==> src/ddct_defs.svh <==
// Register offsets, command bit positions and reset values of the dual down-counter timer.
// Assumes a byte-wide register port decoded on a 4-bit offset.
`ifndef DDCT_DEFS_SVH
`define DDCT_DEFS_SVH

// ****************************************
// Register offsets
// ****************************************
`define DDCT_ADDR_W 4
`define DDCT_OFS_LOW 4'hc
`define DDCT_OFS_MID 4'hd
`define DDCT_OFS_HIGH 4'he
`define DDCT_OFS_CMD 4'hf

// ****************************************
// Command bit positions
// ****************************************
`define DDCT_CMD_SEL 7
`define DDCT_CMD_LATCH 6
`define DDCT_CMD_GATE_OFF 5
`define DDCT_CMD_GATE_ON 4
`define DDCT_CMD_COUNT_OFF 3
`define DDCT_CMD_COUNT_ON 2
`define DDCT_CMD_LOAD 1
`define DDCT_CMD_ZERO 0

// ****************************************
// Widths and reset values
// ****************************************
`define DDCT_W0 24
`define DDCT_W1 16
`define DDCT_BYTE_RST 8'h00
// Arbitrary neutral revision code
`define DDCT_REVISION 8'h11

`endif

==> src/ddct_pkg.sv <==
// Types shared by the dual down-counter timer files.
// Assumes ddct_defs.svh is compiled alongside.
package ddct_pkg;
  typedef logic [7:0] ddct_byte_t;
endpackage

==> src/ddct_counter.sv <==
// One down-counter with load, clear, gating and count enable.
// Assumes pulse and gate are already synchronised to clk_i.
`include "ddct_defs.svh"

module ddct_counter #(
  parameter int W = 16
) (
  input wire logic clk_i,
  input wire logic rst_b_i,
  input wire logic ce_i,
  input wire logic pulse_rise_i,
  input wire logic gate_i,
  input wire logic gate_on_i,
  input wire logic gate_off_i,
  input wire logic count_on_i,
  input wire logic count_off_i,
  input wire logic load_i,
  input wire logic zero_i,
  input wire logic [W-1:0] load_val_i,
  output logic [W-1:0] value_o
);

  logic [W-1:0] cnt_q;
  logic gate_en_q;
  logic count_en_q;

  // Decrement needs count enable and, if gated, a high gate
  wire logic step = pulse_rise_i && count_en_q && (!gate_en_q || gate_i);

  // Mode flags, each command touches only its own flag
  always_ff @(posedge clk_i or negedge rst_b_i) begin
    if (!rst_b_i) begin
      gate_en_q <= 1'b0;
      count_en_q <= 1'b0;
    end else if (ce_i) begin
      if (gate_on_i) gate_en_q <= 1'b1;
      else if (gate_off_i) gate_en_q <= 1'b0;
      if (count_on_i) count_en_q <= 1'b1;
      else if (count_off_i) count_en_q <= 1'b0;
    end
  end

  // Load and clear win over a coincident decrement
  always_ff @(posedge clk_i or negedge rst_b_i) begin
    if (!rst_b_i) begin
      cnt_q <= '0;
    end else if (ce_i) begin
      if (zero_i) cnt_q <= '0;
      else if (load_i) cnt_q <= load_val_i;
      else if (step) cnt_q <= cnt_q - W'(1);
    end
  end

  assign value_o = cnt_q;

  // ****************************************
  // Checks
  // ****************************************
  zero_clears_a: assert property (@(posedge clk_i) disable iff (!rst_b_i)
    ce_i && zero_i |=> cnt_q == '0)
    else $error("clear did not zero counter");
  load_wins_a: assert property (@(posedge clk_i) disable iff (!rst_b_i)
    ce_i && load_i && !zero_i |=> cnt_q == $past(load_val_i))
    else $error("load value not taken");
  gate_holds_a: assert property (@(posedge clk_i) disable iff (!rst_b_i)
    ce_i && gate_en_q && !gate_i && !load_i && !zero_i |=> $stable(cnt_q))
    else $error("counted with gate low");
  hold_off_a: assert property (@(posedge clk_i) disable iff (!rst_b_i)
    ce_i && !count_en_q && !load_i && !zero_i |=> $stable(cnt_q))
    else $error("counted while disabled");
  step_one_a: assert property (@(posedge clk_i) disable iff (!rst_b_i)
    ce_i && step && !load_i && !zero_i |=> cnt_q == $past(cnt_q) - W'(1))
    else $error("decrement not one");
  gate_off_a: assert property (@(posedge clk_i) disable iff (!rst_b_i)
    ce_i && gate_off_i && !gate_on_i |=> !gate_en_q)
    else $error("gating not off");

endmodule

==> src/ddct_timer.sv <==
// Dual down-counter timer: 24-bit and 16-bit counters behind four byte registers.
// Assumes a same-clock byte register port; pulse and gate pins are asynchronous.
`include "ddct_defs.svh"

module ddct_timer (
  input wire logic clk_i,
  input wire logic rst_b_i,
  input wire logic ce_i,
  input wire logic [`DDCT_ADDR_W-1:0] addr_i,
  input wire logic [7:0] wdata_i,
  input wire logic wr_i,
  input wire logic rd_i,
  input wire logic count_pulse_first_i,
  input wire logic count_pulse_second_i,
  input wire logic gate_input_first_i,
  input wire logic gate_input_second_i,
  output logic [7:0] rdata_o,
  output logic [`DDCT_W0-1:0] count_first_o,
  output logic [`DDCT_W1-1:0] count_second_o
);

  // ****************************************
  // Reset release
  // ****************************************
  logic rst_s1_q;
  logic rst_s2_q;

  // Release through two flops so no flop sees a ragged release edge
  always_ff @(posedge clk_i or negedge rst_b_i) begin
    if (!rst_b_i) begin
      rst_s1_q <= 1'b0;
      rst_s2_q <= 1'b0;
    end else begin
      rst_s1_q <= 1'b1;
      rst_s2_q <= rst_s1_q;
    end
  end

  wire logic rst_b = rst_s2_q;

  // ****************************************
  // Pin synchronisers
  // ****************************************
  logic [3:0] pin_s1_q;
  logic [3:0] pin_s2_q;
  logic [1:0] pulse_old_q;

  // First stage feeds only the second stage
  always_ff @(posedge clk_i or negedge rst_b) begin
    if (!rst_b) begin
      pin_s1_q <= 4'h0;
      pin_s2_q <= 4'h0;
      pulse_old_q <= 2'h0;
    end else if (ce_i) begin
      pin_s1_q <= {gate_input_second_i, gate_input_first_i,
                   count_pulse_second_i, count_pulse_first_i};
      pin_s2_q <= pin_s1_q;
      pulse_old_q <= pin_s2_q[1:0];
    end
  end

  // One step per synchronised rising edge
  wire logic [1:0] pulse_rise = pin_s2_q[1:0] & ~pulse_old_q;

  // ****************************************
  // Register decode
  // ****************************************
  wire logic sel_low = addr_i == `DDCT_OFS_LOW;
  wire logic sel_mid = addr_i == `DDCT_OFS_MID;
  wire logic sel_high = addr_i == `DDCT_OFS_HIGH;
  wire logic sel_cmd = addr_i == `DDCT_OFS_CMD;
  wire logic cmd_wr = ce_i && wr_i && sel_cmd;

  // Command fields, counter select then one-hot operation
  wire logic cmd_ctr1 = wdata_i[`DDCT_CMD_SEL];
  wire logic [1:0] cmd_hit = cmd_wr ? {cmd_ctr1, !cmd_ctr1} : 2'b00;
  wire logic latch_cmd = cmd_wr && wdata_i[`DDCT_CMD_LATCH];

  // Counter 0 strobes; in one write gate on beats gate off, count on beats count off, clear beats load
  wire logic ctr0_gate_on = cmd_hit[0] && wdata_i[`DDCT_CMD_GATE_ON];
  wire logic ctr0_gate_off = cmd_hit[0] && wdata_i[`DDCT_CMD_GATE_OFF];
  wire logic ctr0_count_on = cmd_hit[0] && wdata_i[`DDCT_CMD_COUNT_ON];
  wire logic ctr0_count_off = cmd_hit[0] && wdata_i[`DDCT_CMD_COUNT_OFF];
  wire logic ctr0_load = cmd_hit[0] && wdata_i[`DDCT_CMD_LOAD];
  wire logic ctr0_zero = cmd_hit[0] && wdata_i[`DDCT_CMD_ZERO];

  // Counter 1 strobes; its load path never sees the high holding byte
  wire logic ctr1_gate_on = cmd_hit[1] && wdata_i[`DDCT_CMD_GATE_ON];
  wire logic ctr1_gate_off = cmd_hit[1] && wdata_i[`DDCT_CMD_GATE_OFF];
  wire logic ctr1_count_on = cmd_hit[1] && wdata_i[`DDCT_CMD_COUNT_ON];
  wire logic ctr1_count_off = cmd_hit[1] && wdata_i[`DDCT_CMD_COUNT_OFF];
  wire logic ctr1_load = cmd_hit[1] && wdata_i[`DDCT_CMD_LOAD];
  wire logic ctr1_zero = cmd_hit[1] && wdata_i[`DDCT_CMD_ZERO];

  // ****************************************
  // Holding and snapshot bytes
  // ****************************************
  ddct_pkg::ddct_byte_t hold_low_q;
  ddct_pkg::ddct_byte_t hold_mid_q;
  ddct_pkg::ddct_byte_t hold_high_q;
  ddct_pkg::ddct_byte_t snap_low_q;
  ddct_pkg::ddct_byte_t snap_mid_q;
  ddct_pkg::ddct_byte_t snap_high_q;
  logic [`DDCT_W0-1:0] val0;
  logic [`DDCT_W1-1:0] val1;

  // Writes land in holding bytes; counters take them only on a load command
  always_ff @(posedge clk_i or negedge rst_b) begin
    if (!rst_b) begin
      hold_low_q <= `DDCT_BYTE_RST;
      hold_mid_q <= `DDCT_BYTE_RST;
      hold_high_q <= `DDCT_BYTE_RST;
    end else if (ce_i && wr_i) begin
      if (sel_low) hold_low_q <= wdata_i;
      if (sel_mid) hold_mid_q <= wdata_i;
      if (sel_high) hold_high_q <= wdata_i;
    end
  end

  // Latched byte source per selected counter
  wire ddct_pkg::ddct_byte_t lat_low = cmd_ctr1 ? val1[7:0] : val0[7:0];
  wire ddct_pkg::ddct_byte_t lat_mid = cmd_ctr1 ? val1[15:8] : val0[15:8];

  // Counter 1 latch leaves the high snapshot byte alone
  always_ff @(posedge clk_i or negedge rst_b) begin
    if (!rst_b) begin
      snap_low_q <= `DDCT_BYTE_RST;
      snap_mid_q <= `DDCT_BYTE_RST;
      snap_high_q <= `DDCT_BYTE_RST;
    end else if (latch_cmd) begin
      snap_low_q <= lat_low;
      snap_mid_q <= lat_mid;
      if (!cmd_ctr1) snap_high_q <= val0[23:16];
    end
  end

  // ****************************************
  // Counters
  // ****************************************
  wire logic [`DDCT_W0-1:0] load0 = {hold_high_q, hold_mid_q, hold_low_q};
  wire logic [`DDCT_W1-1:0] load1 = {hold_mid_q, hold_low_q};

  ddct_counter #(.W(`DDCT_W0)) u_ctr0 (
    .clk_i(clk_i),
    .rst_b_i(rst_b),
    .ce_i(ce_i),
    .pulse_rise_i(pulse_rise[0]),
    .gate_i(pin_s2_q[2]),
    .gate_on_i(ctr0_gate_on),
    .gate_off_i(ctr0_gate_off),
    .count_on_i(ctr0_count_on),
    .count_off_i(ctr0_count_off),
    .load_i(ctr0_load),
    .zero_i(ctr0_zero),
    .load_val_i(load0),
    .value_o(val0)
  );

  ddct_counter #(.W(`DDCT_W1)) u_ctr1 (
    .clk_i(clk_i),
    .rst_b_i(rst_b),
    .ce_i(ce_i),
    .pulse_rise_i(pulse_rise[1]),
    .gate_i(pin_s2_q[3]),
    .gate_on_i(ctr1_gate_on),
    .gate_off_i(ctr1_gate_off),
    .count_on_i(ctr1_count_on),
    .count_off_i(ctr1_count_off),
    .load_i(ctr1_load),
    .zero_i(ctr1_zero),
    .load_val_i(load1),
    .value_o(val1)
  );

  // ****************************************
  // Read port
  // ****************************************
  // Data reads come from snapshots, never holding bytes
  wire ddct_pkg::ddct_byte_t rd_mux =
    sel_low ? snap_low_q :
    sel_mid ? snap_mid_q :
    sel_high ? snap_high_q :
    sel_cmd ? `DDCT_REVISION : 8'h00;

  // Read data stands for one enabled cycle per read strobe, zero in other enabled cycles; enable low holds it
  always_ff @(posedge clk_i or negedge rst_b) begin
    if (!rst_b) begin
      rdata_o <= 8'h00;
      count_first_o <= '0;
      count_second_o <= '0;
    end else if (ce_i) begin
      rdata_o <= rd_i ? rd_mux : 8'h00;
      count_first_o <= val0;
      count_second_o <= val1;
    end
  end

  // ****************************************
  // Checks
  // ****************************************
  // Register port: revision, snapshots, one-cycle read data
  rev_read_a: assert property (@(posedge clk_i) disable iff (!rst_b)
    ce_i && rd_i && sel_cmd |=> rdata_o == `DDCT_REVISION)
    else $error("revision not returned");

  snap_read_a: assert property (@(posedge clk_i) disable iff (!rst_b)
    ce_i && rd_i && sel_low && !latch_cmd |=> rdata_o == snap_low_q)
    else $error("low read not snapshot");

  // A stale byte left on the port would look like a second read
  idle_read_a: assert property (@(posedge clk_i) disable iff (!rst_b)
    ce_i && !rd_i |=> rdata_o == 8'h00)
    else $error("read data outstayed its cycle");

  unmapped_read_a: assert property (@(posedge clk_i) disable iff (!rst_b)
    ce_i && rd_i && !(sel_low || sel_mid || sel_high || sel_cmd) |=> rdata_o == 8'h00)
    else $error("unmapped read not zero");

  // Holding bytes take every data write
  hold_low_a: assert property (@(posedge clk_i) disable iff (!rst_b)
    ce_i && wr_i && sel_low |=> hold_low_q == $past(wdata_i))
    else $error("low holding byte missed write");

  hold_mid_a: assert property (@(posedge clk_i) disable iff (!rst_b)
    ce_i && wr_i && sel_mid |=> hold_mid_q == $past(wdata_i))
    else $error("mid holding byte missed write");

  hold_high_a: assert property (@(posedge clk_i) disable iff (!rst_b)
    ce_i && wr_i && sel_high |=> hold_high_q == $past(wdata_i))
    else $error("high holding byte missed write");

  // Snapshots per counter select
  high_keep_a: assert property (@(posedge clk_i) disable iff (!rst_b)
    latch_cmd && cmd_ctr1 |=> $stable(snap_high_q))
    else $error("high snapshot disturbed");

  latch_low_a: assert property (@(posedge clk_i) disable iff (!rst_b)
    latch_cmd && !cmd_ctr1 |=> snap_low_q == $past(val0[7:0]))
    else $error("low snapshot wrong");

  latch_low_one_a: assert property (@(posedge clk_i) disable iff (!rst_b)
    latch_cmd && cmd_ctr1 |=> snap_low_q == $past(val1[7:0]))
    else $error("counter 1 low snapshot wrong");

  latch_mid_a: assert property (@(posedge clk_i) disable iff (!rst_b)
    latch_cmd && cmd_ctr1 |=> snap_mid_q == $past(val1[15:8]))
    else $error("mid snapshot wrong");

  latch_mid_first_a: assert property (@(posedge clk_i) disable iff (!rst_b)
    latch_cmd && !cmd_ctr1 |=> snap_mid_q == $past(val0[15:8]))
    else $error("counter 0 mid snapshot wrong");

  latch_high_a: assert property (@(posedge clk_i) disable iff (!rst_b)
    latch_cmd && !cmd_ctr1 |=> snap_high_q == $past(val0[23:16]))
    else $error("high snapshot wrong");

  // Counters move only on commands and pulses
  write_only_a: assert property (@(posedge clk_i) disable iff (!rst_b)
    ce_i && wr_i && !sel_cmd && pulse_rise == 2'b00 |=> $stable(val0) && $stable(val1))
    else $error("data write moved counter");

  load1_a: assert property (@(posedge clk_i) disable iff (!rst_b)
    ctr1_load && !ctr1_zero |=> val1 == $past(load1))
    else $error("counter 1 load wrong");

  load0_a: assert property (@(posedge clk_i) disable iff (!rst_b)
    ctr0_load && !ctr0_zero |=> val0 == $past(load0))
    else $error("counter 0 load wrong");

  // Output copies trail the counters by exactly one cycle
  out_track_a: assert property (@(posedge clk_i) disable iff (!rst_b)
    ce_i |=> count_first_o == $past(val0)
      && count_second_o == $past(val1))
    else $error("count outputs not one cycle behind");

  // Enable low must hold the outputs, both counters and the low holding and snapshot bytes
  freeze_all_a: assert property (@(posedge clk_i) disable iff (!rst_b)
    !ce_i |=> $stable(rdata_o) && $stable(count_first_o) && $stable(count_second_o)
      && $stable(val0) && $stable(val1) && $stable(hold_low_q) && $stable(snap_low_q))
    else $error("state moved with enable low");

endmodule

==> config.mk <==
export PLATFORM = sky130hd
export DESIGN_NAME = ddct_timer
export DESIGN_NICKNAME = d
export VERILOG_FILES = /design/src/ddct_pkg.sv /design/src/ddct_counter.sv /design/src/ddct_timer.sv
export VERILOG_INCLUDE_DIRS = /design/src
export SDC_FILE = /design/constraint.sdc
export NUM_CORES = 1
export LEC_CHECK = 0
export BUFFER_PORTS_ARGS = -buffer_cell sky130_fd_sc_hd__buf_2
export CAP_MARGIN = 0
export CORE_MARGIN = 2
export CORE_UTILIZATION = 40
export CTS_BUF_LIST = sky130_fd_sc_hd__clkbuf_2
export DETAILED_ROUTE_END_ITERATION = 10
export HOLD_SLACK_MARGIN = 0.12
export PLACE_DENSITY = 0.67
export SYNTH_ARGS = -nofsm -noshare
export SYNTH_HDL_FRONTEND = slang
export SYNTH_HIERARCHICAL = 1
export SYNTH_SLANG_ARGS = --single-unit
==> constraint.sdc <==
create_clock -name clk_i -period 10 [get_ports clk_i]
set_clock_uncertainty 0.1 [all_clocks]
set_input_delay 0.5 -clock clk_i [delete_from_list [all_inputs] [get_ports clk_i]]
set_output_delay 0.5 -clock clk_i [all_outputs]
set_load 0.02 [all_outputs]
==> results.json <==
{
  "status": "complete, no violations",
  "drc": 0,
  "clk_path_buf_depth": 2,
  "p_leak_nw": 3.60,
  "cp_max_fo": 41,
  "ys_ff_latch": 152,
  "relSlewSlack_pct": 34.2,
  "power_mw": 1.36,
  "drtAntennaViolNets": 0,
  "finalSetupTns_ns": 0,
  "hold_class": "in2reg",
  "yosysTopAreaCell": "dfrtp_1",
  "grt_pass1_wl_mm": 29.8,
  "ir_drop_v": 0.0000699,
  "crit_slowest_cell": "nor4_1",
  "fin_crit_sh_pct": 41.1,
  "cts_sinks": 152,
  "worst_pin_slew_ns": 0.973,
  "placedCellCount": 921,
  "final_nets": 749,
  "drive_above_1_share_pct": 33.8,
  "cp-start-kind": "input pin",
  "design_area_sq_mm": 0.00830,
  "yosys_warnings": 6,
  "powerDensity_mw_per_mm2": 164,
  "ctsHtreeMaxLevel": 4,
  "synth_edf_count": 0,
  "critPathTopFamily": "simple AND/OR/NAND/NOR gates",
  "synthFlopType": "dfrtp_1",
  "hold_depth": 3,
  "drt-initial-drc-count": 619,
  "core_sq_mm": 0.0180,
  "wl_mm": 18.5,
  "overflow": 0,
  "cts_root_buffer": "clkbuf_2",
  "die_w_um": 140,
  "portBuffers": 68,
  "max_freq_mhz": 243,
  "cp_num_buf_inv": 3,
  "crit_cells": 11,
  "crit_chain": "dlygate4sd3_1 > buf_4 > nand4_4 > nor4_1 > and2_1 > buf_4 > nor2_1 > o21ai_1 > nand2_1 > or4_1 > a31oi_1",
  "post_drt_wl_per_cell_um": 19.1,
  "drv_slew": 0,
  "synth.distinct_cells": 76,
  "setup_viol": 0,
  "firstDrtPassIters": 5,
  "rows": 49,
  "synth_top_cells_by_area": "dfrtp_1, mux2_2, a21oi_1",
  "period_needed_ns": 4.11,
  "multi_input_area_sq_mm": 0.00335,
  "antenna_found_initial": 1,
  "cp_data_arrival_time_ns": 4.70,
  "synth.most_common_cell": "dfrtp_1",
  "die_h_um": 140,
  "num_vias": 5600,
  "ff2ff_path_depth": 7,
  "hold_slack_ns": 0.170,
  "die_area_sq_mm": 0.0196,
  "gp_congestion": 0.891,
  "worstSetupPathType": "in2reg",
  "hpwl_mm": 13.0,
  "cpMostUsedCell": "buf_4",
  "synthesis.area_sq_mm": 0.00739,
  "cts_made_buffers": 17,
  "hold_viol": 0,
  "fin_cells": 969,
  "clkTransAtPathRegs_ns": 0.21,
  "synth_async_sr_flop_share_pct": 100,
  "grt_max_degree": 67,
  "cp-end-kind": "register",
  "start_util_pct": 41.0,
  "grt_setup_unrepaired": "false",
  "insertion_delay_ns": 0.75,
  "grtUsageTotal_pct": 19.5,
  "fill_cells": 1709,
  "syn_nets": 673,
  "yosys-top-cells-count": "dfrtp_1, mux2_2, a21oi_1",
  "yosys.area.top_type_share_pct": 51.4,
  "grt_pass1_vias": 5183,
  "placed_area_sq_mm": 0.00792,
  "seq_area_sq_mm": 0.00381,
  "cts_resized": 0,
  "slowest_delay_ns": 0.69,
  "postSynthCellCount": 650,
  "cts_tree": "done",
  "synth_seq_area_share_pct": 51.4,
  "cap_violations": 0,
  "ioPinCount": 69,
  "synth_area_per_cell_sq_um": 11.4,
  "area_growth_pct": 12.2,
  "required_ns": 10.59,
  "routed_via_density": 5.78
}
## worst register-to-register path, stage by stage (launching register included)
cell	delay [ns]
dfrtp_1	0.51
inv_1	0.09
ha_1	0.18
nor3b_2	0.47
nand4_1	0.46
or4_1	0.53
a21oi_1	0.17
o22ai_1	0.11
## per-stage QoR
| step | setup slack [ns] | util, % |
|---|---|---|
| floorplan | 5.35 | - |
| global placement | 5.82 | 43.9 |
| detailed placement | 5.69 | 43.9 |
| CTS | 5.98 | 46.0 |
| global route | 5.49 | 46.0 |
| finish | 5.89 | 46.0 |
## layout by cell type, fill, tap and decap left out, types with 13 or more instances in the layout
master,count
nand2_1,33
a21oi_1,35
nor3_1,15
mux2_2,116
o21ai_1,18
and2_1,13
dlygate4sd3_1,15
dfrtp_1,151
clkbuf_2,19
o21ai_0,25
buf_2,67
nor2_1,32
inv_1,20
## registers in the layout, indices dropped and copies added (netlist names)
signal / count
hold_low_q: 8
hold_mid_q: 8
rst_s1_q: 1
snap_low_q: 8
u_ctr1/count_en_q: 1
pin_s1_q: 4
u_ctr1/gate_en_q: 1
u_ctr0/value_o: 24
pin_s2_q: 4
rst_b: 1
u_ctr0/gate_en_q: 1
count_second_o: 16
rdata_o: 8
u_ctr1/value_o: 16
pulse_old_q: 2
hold_high_q: 8
u_ctr0/count_en_q: 1
count_first_o: 24
snap_mid_q: 8
snap_high_q: 8
## layer usage
metal,vias to the layer above,share of wire [%],GRT usage (%)
li1,2563,-,-
met1,2772,45,27.7
met4,0,3.1,7.42
met5,-,0,0
met3,40,5.3,3.45
met2,225,46,30.1
## path summary, 6_finish.rpt
kind	from	to	slack, ns
worst max-delay path	ce_i	u_ctr0/value_o[19]	5.89
worst min-delay path	addr_i[3]	rdata_o[0]	0.17
worst max register to register	u_ctr0/value_o[0]	u_ctr0/value_o[18]	7.27
worst min register to register	rst_b	count_first_o[22]	0.22
max in group asynchronous	rst_b	u_ctr1/value_o[6]	7.78
min in group asynchronous	rst_b	count_first_o[22]	0.22
## cell families (layout without fill, tap and decap cells)
logic type / Yosys count / after routing / synth area share [%]
AND/OR/NAND/NOR: 168 / 168 / 13.6
AO/OA/AOI/OAI: 152 / 152 / 13.3
flip-flops: 152 / 152 / 51.4
multiplexers: 118 / 118 / 17.9
buffers and inverters: 55 / 144 / 3.18
adder cells (fa/ha/maj): 2 / 2 / 0.338
XOR/XNOR: 2 / 2 / 0.237
other: 1 / 2 / 0.0507
## cell type report
type | count | share of cell area [%]
Sequential cell | 152 | 45.9
Timing Repair Buffer | 88 | 6.39
Inverter | 24 | 1.09
Clock buffer | 19 | 1.15
Antenna cell | 1 | 0.0302
Multi-Input combinational cell | 443 | 40.4
Tap cell | 229 | 3.45
Clock inverter | 13 | 1.58
## power breakdown
| group | switching, mW | leakage, nW | total, mW | internal (mW) |
|---|---|---|---|---|
| clock | 0.219 | 0.143 | 0.334 | 0.115 |
| sequential | 0.0818 | 1.90 | 0.768 | 0.686 |
| combinational | 0.136 | 1.56 | 0.256 | 0.120 |
| total | 0.437 | 3.60 | 1.36 | 0.921 |
## timing repair
item                                   CTS  global route
buffers inserted                         0             0
endpoints found under the hold margin   46             0
hold buffers                            15             0
Power figures use the tool's default switching activity.
